$ cat config.mk
export PLATFORM = sky130hd
export DESIGN_NAME = erc_run_ctl
export DESIGN_NICKNAME = d
export VERILOG_FILES = /design/src/design/erc_pkg.sv /design/src/design/erc_sync_if.sv /design/src/design/erc_pin_sync.sv /design/src/design/erc_run_ctl.sv
export SDC_FILE = /design/constraint.sdc
export NUM_CORES = 1
export LEC_CHECK = 0
export ABC_AREA = 1
export BUFFER_PORTS_ARGS = -buffer_cell sky130_fd_sc_hd__buf_2
export CAP_MARGIN = 5
export CELL_PAD_IN_SITES_DETAIL_PLACEMENT = 0
export CELL_PAD_IN_SITES_GLOBAL_PLACEMENT = 1
export CORE_UTILIZATION = 29
export DETAILED_ROUTE_END_ITERATION = 6
export GPL_ROUTABILITY_DRIVEN = 1
export HOLD_SLACK_MARGIN = 0.08
export PLACE_DENSITY_LB_ADDON = 0.1
export SLEW_MARGIN = 20
export SYNTH_ARGS = -nofsm -noshare
export SYNTH_HDL_FRONTEND = slang
export SYNTH_SLANG_ARGS = --single-unit
$ cat constraint.sdc
create_clock -name sys_clk -period 1.43 [get_ports sys_clk]
set_input_delay 0.143 -clock sys_clk [delete_from_list [all_inputs] [get_ports sys_clk]]
set_output_delay 0.143 -clock sys_clk [all_outputs]
set_load 0.01 [all_outputs]
$ cat src/design/erc_pkg.sv
// Constants shared by the run-control gating block and its input synchroniser.
// Assumes one clock, sys_clk at 125 MHz, and an active-high asynchronous reset.
package erc_pkg;

  // ----------------------------------------------------------------
  // Addresses and opcodes
  // ----------------------------------------------------------------
  localparam int          ERC_ADDR_W           = 20;
  localparam logic [19:0] ERC_VECTOR_ADDR      = 20'h0_0000;
  localparam logic [9:0]  ERC_PU_UPPER_ADDR    = 10'h3FD;
  localparam logic [9:0]  ERC_PU_LOWER_ADDR    = 10'h3FC;
  localparam int          ERC_PU_UPPER_BIT     = 1;
  localparam int          ERC_PU_LOWER_BIT     = 3;
  localparam logic [7:0]  ERC_BREAK_TRAP_OPCODE = 8'h00;

  // ----------------------------------------------------------------
  // Reset values and counts
  // ----------------------------------------------------------------
  localparam int          ERC_SYNC_STAGES      = 2;
  localparam int          ERC_IRQ_W            = 6;
  localparam logic        ERC_RST_PIN_LVL      = 1'b1;
  localparam logic        ERC_NMI_PIN_LVL      = 1'b1;
  // Cycles of target-clock silence before it is judged stopped
  localparam int          ERC_EXT_TIMEOUT      = 16;

  typedef enum logic [1:0] {
    ERC_ST_HALTED,
    ERC_ST_RUNNING,
    ERC_ST_STEP_WAIT
  } erc_run_t;

endpackage : erc_pkg

$ cat src/design/erc_sync_if.sv
// Interface carrying the synchronised target pins into the main block.
// Assumes both ends share sys_clk.
interface erc_sync_if;
  logic rst_n_s;
  logic nmi_n_s;
  logic hold_n_s;
  logic rdy_n_s;
  logic tclk_s;
  modport src (output rst_n_s, output nmi_n_s, output hold_n_s, output rdy_n_s, output tclk_s);
  modport dst (input rst_n_s, input nmi_n_s, input hold_n_s, input rdy_n_s, input tclk_s);
endinterface : erc_sync_if

$ cat src/design/erc_pin_sync.sv
// Two-stage synchroniser for the asynchronous target-board pins.
// Assumes the pins are unrelated to sys_clk.
module erc_pin_sync
  import erc_pkg::*;
(
  input  wire logic   sys_clk,
  input  wire logic   rst,
  input  wire logic   tgt_reset_n,
  input  wire logic   tgt_nmi_n,
  input  wire logic   tgt_hold_n,
  input  wire logic   tgt_rdy_n,
  input  wire logic   tgt_clk,
  erc_sync_if.src     sy
);

  logic [4:0] meta_reg;
  logic [4:0] meta_next;
  logic [4:0] sync_reg;
  logic [4:0] sync_next;

  always_comb begin
    meta_next = {tgt_clk, tgt_rdy_n, tgt_hold_n, tgt_nmi_n, tgt_reset_n};
    sync_next = meta_reg;
  end

  // Idle levels after reset keep the run logic from seeing false edges
  always_ff @(posedge sys_clk or posedge rst) begin
    if (rst) begin
      meta_reg <= 5'h0F;
      sync_reg <= 5'h0F;
    end else begin
      meta_reg <= meta_next;
      sync_reg <= sync_next;
    end
  end

  assign sy.rst_n_s  = sync_reg[0];
  assign sy.nmi_n_s  = sync_reg[1];
  assign sy.hold_n_s = sync_reg[2];
  assign sy.rdy_n_s  = sync_reg[3];
  assign sy.tclk_s   = sync_reg[4];

endmodule : erc_pin_sync

$ cat src/design/erc_run_ctl.sv
// Run-control and target-signal gating of an emulation pod.
// Assumes target pins are raw asynchronous inputs; host controls are on sys_clk.

module erc_run_ctl
  import erc_pkg::*;
#(
  parameter int IRQ_W = ERC_IRQ_W
)
(
  input  wire logic              sys_clk,
  input  wire logic              rst,
  input  wire logic              tgt_reset_n,
  input  wire logic              tgt_nmi_n,
  input  wire logic              tgt_hold_n,
  input  wire logic              tgt_rdy_n,
  input  wire logic              tgt_clk,
  input  wire logic              host_go,
  input  wire logic              host_stop,
  input  wire logic              host_reset,
  input  wire logic              pod_reset_sw,
  input  wire logic              clk_sel_ext,
  input  wire logic              step_mode,
  input  wire logic              match_ret,
  input  wire logic              instr_done,
  input  wire logic [IRQ_W-1:0]  irq_req,
  input  wire logic [IRQ_W-1:0]  irq_en,
  input  wire logic              dma_req,
  input  wire logic              bus_rd,
  input  wire logic [19:0]       bus_addr,
  input  wire logic              int_ack,
  input  wire logic [7:0]        pu_reg_upper,
  input  wire logic [7:0]        pu_reg_lower,
  input  wire logic              sw_break_set,
  input  wire logic [7:0]        fetch_opcode,
  output logic                   run_state,
  output logic                   cpu_reset,
  output logic                   cpu_nmi,
  output logic                   cpu_clk_en,
  output logic                   periph_run,
  output logic [IRQ_W-1:0]       irq_pending,
  output logic                   irq_take,
  output logic [7:0]             vector_data,
  output logic [IRQ_W-1:0]       irq_clear,
  output logic                   alarm_led,
  output logic                   pu_ports_15_17,
  output logic                   dma_grant,
  output logic [7:0]             fetch_out,
  output logic                   hold_err
);

  erc_sync_if sy ();

  erc_pin_sync u_sync (
    .sys_clk     (sys_clk),
    .rst         (rst),
    .tgt_reset_n (tgt_reset_n),
    .tgt_nmi_n   (tgt_nmi_n),
    .tgt_hold_n  (tgt_hold_n),
    .tgt_rdy_n   (tgt_rdy_n),
    .tgt_clk     (tgt_clk),
    .sy          (sy.src)
  );

  // Highest-priority enabled source: lowest index wins
  function automatic logic [IRQ_W-1:0] top_req(input logic [IRQ_W-1:0] v);
    logic [IRQ_W-1:0] r;
    r = '0;
    for (int i = IRQ_W - 1; i >= 0; i--) begin
      if (v[i]) begin
        r = '0;
        r[i] = 1'b1;
      end
    end
    return r;
  endfunction : top_req

  // ----------------------------------------------------------------
  // Run state
  // ----------------------------------------------------------------
  erc_run_t st_reg, st_next;
  logic     run_reg, run_next;
  logic     rstp_reg, rstp_next;
  logic     nmip_reg, nmip_next;
  logic     nmi_stop_reg, nmi_stop_next;
  logic     host_rst_reg, host_rst_next;
  logic     rel_pend_reg, rel_pend_next;
  logic     cpu_rst_reg, cpu_rst_next;
  logic     nmi_reg, nmi_next;
  logic     running;
  logic     rst_low;
  logic     nmi_low;

  assign running = (st_reg != ERC_ST_HALTED);
  assign rst_low = !sy.rst_n_s;
  assign nmi_low = !sy.nmi_n_s;

  always_comb begin
    st_next       = st_reg;
    rstp_next     = sy.rst_n_s;
    nmip_next     = sy.nmi_n_s;
    nmi_stop_next = nmi_stop_reg;
    host_rst_next = host_rst_reg;
    rel_pend_next = rel_pend_reg;
    cpu_rst_next  = host_reset;
    nmi_next      = 1'b0;
    unique case (st_reg)
      ERC_ST_HALTED: begin
        if (host_reset) begin
          host_rst_next = 1'b1;
        end
        if (host_go) begin
          st_next = step_mode ? ERC_ST_STEP_WAIT : ERC_ST_RUNNING;
          // Restart: host reset or NMI fallen during halt
          if (nmi_low && (host_rst_reg || nmi_stop_reg)) begin
            nmi_next = 1'b1;
          end
          host_rst_next = 1'b0;
        end
      end
      ERC_ST_RUNNING, ERC_ST_STEP_WAIT: begin
        nmi_stop_next = sy.nmi_n_s;
        cpu_rst_next  = host_reset || rst_low;
        if (rst_low) begin
          rel_pend_next = 1'b1;
        end
        if (nmip_reg && nmi_low && !rst_low) begin
          nmi_next = 1'b1;
        end
        // Release edge of the synced pin clears the pending release and re-raises NMI if it is low
        if (rel_pend_reg && !rstp_reg && !rst_low) begin
          rel_pend_next = 1'b0;
          nmi_next      = nmi_low;
        end
        if (host_stop) begin
          st_next = ERC_ST_HALTED;
        end else if (st_reg == ERC_ST_STEP_WAIT && match_ret && instr_done) begin
          st_next = ERC_ST_HALTED;
        end else if (st_reg == ERC_ST_RUNNING && step_mode && instr_done) begin
          st_next = ERC_ST_HALTED;
        end
      end
    endcase
    if (!(st_next != ERC_ST_HALTED)) begin
      rel_pend_next = 1'b0;
    end
    run_next = (st_next != ERC_ST_HALTED);
  end

  always_ff @(posedge sys_clk or posedge rst) begin
    if (rst) begin
      st_reg       <= ERC_ST_HALTED;
      run_reg      <= 1'b0;
      rstp_reg     <= ERC_RST_PIN_LVL;
      nmip_reg     <= ERC_NMI_PIN_LVL;
      nmi_stop_reg <= ERC_NMI_PIN_LVL;
      host_rst_reg <= 1'b0;
      rel_pend_reg <= 1'b0;
      cpu_rst_reg  <= 1'b0;
      nmi_reg      <= 1'b0;
    end else begin
      st_reg       <= st_next;
      run_reg      <= run_next;
      rstp_reg     <= rstp_next;
      nmip_reg     <= nmip_next;
      nmi_stop_reg <= nmi_stop_next;
      host_rst_reg <= host_rst_next;
      rel_pend_reg <= rel_pend_next;
      cpu_rst_reg  <= cpu_rst_next;
      nmi_reg      <= nmi_next;
    end
  end

  // ----------------------------------------------------------------
  // Clock supply, interrupts, alarm, ports
  // ----------------------------------------------------------------
  logic             tclk_d_reg, tclk_d_next;
  logic [4:0]       tmo_reg, tmo_next;
  logic             clk_en_reg, clk_en_next;
  logic [IRQ_W-1:0] pend_reg, pend_next;
  logic             take_reg, take_next;
  logic [7:0]       vec_reg, vec_next;
  logic [IRQ_W-1:0] clr_reg, clr_next;
  logic             alarm_reg, alarm_next;
  logic             pu_reg, pu_next;
  logic             dma_reg, dma_next;
  logic [7:0]       fetch_reg, fetch_next;
  logic             herr_reg, herr_next;
  logic             prun_reg;
  logic             vec_rd;
  logic [IRQ_W-1:0] top;

  assign vec_rd = bus_rd && (bus_addr == ERC_VECTOR_ADDR);
  assign top    = top_req(irq_req & irq_en);

  always_comb begin
    tclk_d_next = sy.tclk_s;
    tmo_next    = (sy.tclk_s != tclk_d_reg) ? 5'h00 : tmo_reg;
    if (sy.tclk_s == tclk_d_reg && tmo_reg != 5'(ERC_EXT_TIMEOUT)) begin
      tmo_next = tmo_reg + 5'h01;
    end
    // Internal source ignores run state; external follows the target oscillator
    clk_en_next = !clk_sel_ext || (tmo_reg != 5'(ERC_EXT_TIMEOUT));
    // Requests while halted stay pending; only running lets one through
    pend_next = irq_req & irq_en;
    take_next = run_reg && (pend_next != '0);
    vec_next  = vec_reg;
    clr_next  = '0;
    if (vec_rd) begin
      clr_next = top;
      vec_next = '0;
      for (int i = 0; i < IRQ_W; i++) begin
        if (top[i]) begin
          vec_next = 8'(i);
        end
      end
    end
    alarm_next = alarm_reg;
    if (vec_rd && !int_ack) begin
      alarm_next = 1'b1;
    end else if (pod_reset_sw) begin
      alarm_next = 1'b0;
    end
    pu_next = pu_reg_upper[ERC_PU_UPPER_BIT]
           || pu_reg_lower[ERC_PU_LOWER_BIT];
    dma_next   = dma_req;
    fetch_next = sw_break_set ? ERC_BREAK_TRAP_OPCODE : fetch_opcode;
    // Flag hold/ready driven low while halted
    herr_next  = !run_reg && (!sy.hold_n_s || !sy.rdy_n_s);
  end

  always_ff @(posedge sys_clk or posedge rst) begin
    if (rst) begin
      tclk_d_reg <= 1'b0;
      tmo_reg    <= 5'h00;
      clk_en_reg <= 1'b1;
      pend_reg   <= '0;
      take_reg   <= 1'b0;
      vec_reg    <= 8'h00;
      clr_reg    <= '0;
      alarm_reg  <= 1'b0;
      pu_reg     <= 1'b0;
      dma_reg    <= 1'b0;
      fetch_reg  <= 8'h00;
      herr_reg   <= 1'b0;
    end else begin
      tclk_d_reg <= tclk_d_next;
      tmo_reg    <= tmo_next;
      clk_en_reg <= clk_en_next;
      pend_reg   <= pend_next;
      take_reg   <= take_next;
      vec_reg    <= vec_next;
      clr_reg    <= clr_next;
      alarm_reg  <= alarm_next;
      pu_reg     <= pu_next;
      dma_reg    <= dma_next;
      fetch_reg  <= fetch_next;
      herr_reg   <= herr_next;
    end
  end

  assign run_state      = run_reg;
  assign cpu_reset      = cpu_rst_reg;
  assign cpu_nmi        = nmi_reg;
  assign cpu_clk_en     = clk_en_reg;
  assign periph_run     = prun_reg;
  assign irq_pending    = pend_reg;
  assign irq_take       = take_reg;
  assign vector_data    = vec_reg;
  assign irq_clear      = clr_reg;
  assign alarm_led      = alarm_reg;
  assign pu_ports_15_17 = pu_reg;
  assign dma_grant      = dma_reg;
  assign fetch_out      = fetch_reg;
  assign hold_err       = herr_reg;

  // Peripherals never stop with the user program, only while rst is asserted
  always_ff @(posedge sys_clk or posedge rst) begin
    if (rst) begin
      prun_reg <= 1'b0;
    end else begin
      prun_reg <= 1'b1;
    end
  end
endmodule : erc_run_ctl

==> flow_metrics.tcl <==
set metrics [dict create \
    io_buffers 93 \
    fin_crit_ps 1401 \
    power_density_nw_per_um2 1166 \
    dr_total_vias 1880 \
    syn_to_final_growth_pct 42.81 \
    largest_reg_flops 8 \
    hold_slack_ps 85.51 \
    setup_viol_count_final 0 \
    clkSinkCount 56 \
    synth_area_leaders "dfrtp_1, dfstp_2, nor2_1" \
    clock_skew_ps 6.747 \
    holdPathEnd "irq_pending[4]$_DFF_PP0_" \
    reg2reg_slack_ps 100 \
    tritoncts "done" \
    root_buffer "clkbuf_8" \
    avgSynthCellArea_sq_um 9.615 \
    yosysMostFrequentCell "nor2_1" \
    numCtsBuffers 5 \
    synth_top_area_share_pct 48.11 \
    num-fill-cells 811 \
    hpwl_um 3466 \
    ir_drop_v 0.0003653 \
    post_drt_wl_per_cell_um 10.14 \
    cp_top_family "buffers and inverters" \
    placedCellCount 436 \
    p_seq_share_pct 49.0 \
    grt_max_degree 57 \
    die-area_sq_um 8250 \
    internal_power_mw 2.666 \
    crit_required_ps 1630 \
    leakage_nw 1.763 \
    cp-end-kind "register" \
    async_flop_share_pct 100.0 \
    die_h_um 90.83 \
    final_util_pct 42.51 \
    rows 32 \
    insertedDiodeCount 0 \
    drt-vias-per-instance 4.009 \
    drive_gt1_share_pct 37.06 \
    h-tree-depth 2 \
    synth_ff_type "dfrtp_1" \
    synth_edf_count 0 \
    place.gp.congestion 0.7019 \
    status "completed" \
    min_from "irq_en[4]" \
    synth_area_leader_cell "dfrtp_1" \
    max_clock_freq_ghz 0.7136 \
    grtUsageTotal_pct 12.35 \
    swShare_pct 30.00 \
    reg2reg_to "rel_pend_reg$_DFFE_PP0P_" \
    power.switching_mw 1.143 \
    detail_route.first_pass.iterations 6 \
    register_area_sq_um 1416 \
    ff2ff_path_depth 7 \
    finalNonFillerCells 469 \
    syn-instance-count 238 \
    slowest_delay_ps 550 \
    dp_slack_ps 45.95 \
    antenna_found_initial 0 \
    clock_latency_ps 300 \
    crit_buf_inv 3 \
    post-route-period-util_pct 98.00 \
    wl_um 4754 \
    path_clk_slew_ps 100 \
    layout.nets 446 \
    synth_seq_cells 56 \
    grt_setup_unrepaired "true" \
    hold_class "in2reg" \
    overflow 0 \
    finalWorstSetupSlack_ps 28.63 \
    drv_slew 0 \
    final_antenna_net_count 0 \
    timing.critical_path.mode_cell "dlygate4sd3_1" \
    hold_depth 3 \
    synth_common_cells "nor2_1, dfrtp_1, inv_1, nand2_1, dfstp_2" \
    cap_violations 0 \
    r2r_start "st_reg[1]$_DFF_PP0_" \
    grt_pass1_wl_um 7990 \
    cts_buffer_depth 2 \
    grt_pass1_vias 1896 \
    critPathLaunchType "primary input" \
    power_frac_clock_pct 22.2 \
    ys_warn_count 0 \
    cp_max_fo 1 \
    crit_type "in2reg" \
    synth_area_sq_um 2288 \
    drt_iter0_drc 34 \
    core_sq_um 7687 \
    arrival_ps 1600 \
    critPathSlowestCell "dlygate4sd3_1" \
    ys_seq_area_share_pct 61.89 \
    dieWidth_um 90.83 \
    p_comb_share_pct 28.8 \
    pin_count 113 \
    hold_viol_final 0 \
    crit_chain "dlygate4sd3_1 > buf_2 > or2_2 > dlygate4sd3_1" \
    drc_errors 0 \
    yosysUniqueCellTypes 30 \
    multiInputGateArea_sq_um 713.2 \
    start_util_pct 29.77 \
]
[per-layer routing]
layer / routed length [um] / global-route usage, % / up-vias
li1: - / - / 962
met3: 212 / 2.778 / 7
met2: 2465 / 22.35 / 48
met1: 2008 / 14.07 / 863
met4: 68 / 4.762 / 0
met5: 0 / 0 / -
[worst max path at each step]
stage / from / endpoint / slack (ps) / cells after the start
2_1_floorplan: st_reg[0]$_DFF_PP0_ / rel_pend_reg$_DFFE_PP0P_ / 50 / 8
5_1_grt: st_reg[1]$_DFF_PP0_ / rel_pend_reg$_DFFE_PP0P_ / -30 / 7
6_report: pu_reg_upper[1] / pu_ports_15_17$_DFF_PP0_ / 30 / 4
3_3_place_gp: st_reg[1]$_DFF_PP0_ / rel_pend_reg$_DFFE_PP0P_ / 40 / 8
3_5_place_dp: st_reg[1]$_DFF_PP0_ / rel_pend_reg$_DFFE_PP0P_ / 50 / 8
4_1_cts: st_reg[1]$_DFF_PP0_ / rel_pend_reg$_DFFE_PP0P_ / 30 / 8
[cell families (layout without fill, tap and decap cells)]
| logic type | count (synthesis) | after routing | share of synthesized area, % |
|---|---|---|---|
| flip-flops | 56 | 56 | 61.89 |
| other | 2 | 6 | 0.3282 |
| AND/OR/NAND/NOR | 108 | 108 | 20.39 |
| XOR/XNOR | 2 | 2 | 0.7656 |
| adder cells (fa/ha/maj) | 5 | 5 | 2.734 |
| buffers and inverters | 48 | 173 | 9.021 |
| AO/OA/AOI/OAI | 17 | 17 | 4.867 |
[worst register-to-register path: stages, from the launching register on]
cell and delay (ps):
dfrtp_1 370, inv_1 90, ha_4 280, inv_2 50
nor2_1 80, nand2_1 80, o21a_1 210, a21oi_2 120
[through the flow]
step                area, sq um  setup TNS, ps  power [mW]
finish                     3268              0       3.809
global route               3268         -28.22       4.080
CTS                        3221              0       3.759
detailed placement         2905              0       2.845
global placement           2905              0       2.845
floorplan                  2307              0       2.430
[cells in the final DEF, fill, tap and decap left out, types with 4 or more instances in the layout]
master | Yosys | routed
clkbuf_8 | 0 | 5
dlygate4sd3_1 | 0 | 23
inv_1 | 41 | 39
buf_4 | 5 | 7
dfstp_2 | 12 | 12
buf_2 | 0 | 93
nor2_1 | 45 | 44
dfrtp_1 | 44 | 44
ha_1 | 5 | 4
nand3_1 | 10 | 10
nand2_1 | 40 | 40
conb_1 | 2 | 6
[final cells by class]
cell class	count	area share, %
sequential	56	43.34
timing repair buffer	124	23.51
multi-input combinational	138	21.82
inverter	41	4.824
tap	102	3.905
clock buffer	6	2.221
clock inverter	2	0.3828
[power by group through the flow]
stage / Clock (mW) / Combinational (mW) / Sequential [mW]
6_report: 0.847 / 1.10 / 1.87
5_1_grt: 0.951 / 1.24 / 1.89
4_1_cts: 0.892 / 0.997 / 1.87
3_5_place_dp: 0 / 0.945 / 1.90
3_3_place_gp: 0 / 0.945 / 1.90
2_1_floorplan: 0 / 0.491 / 1.94
[timing repair]
action | in CTS | in global routing
hold buffers | 23 | 0
setup endpoints to repair | 0 | 7
hold endpoints to repair | 63 | 0
setup buffers | 0 | 2
resized for setup | 0 | 6
Note: power is estimated with default switching activity, not from simulation.
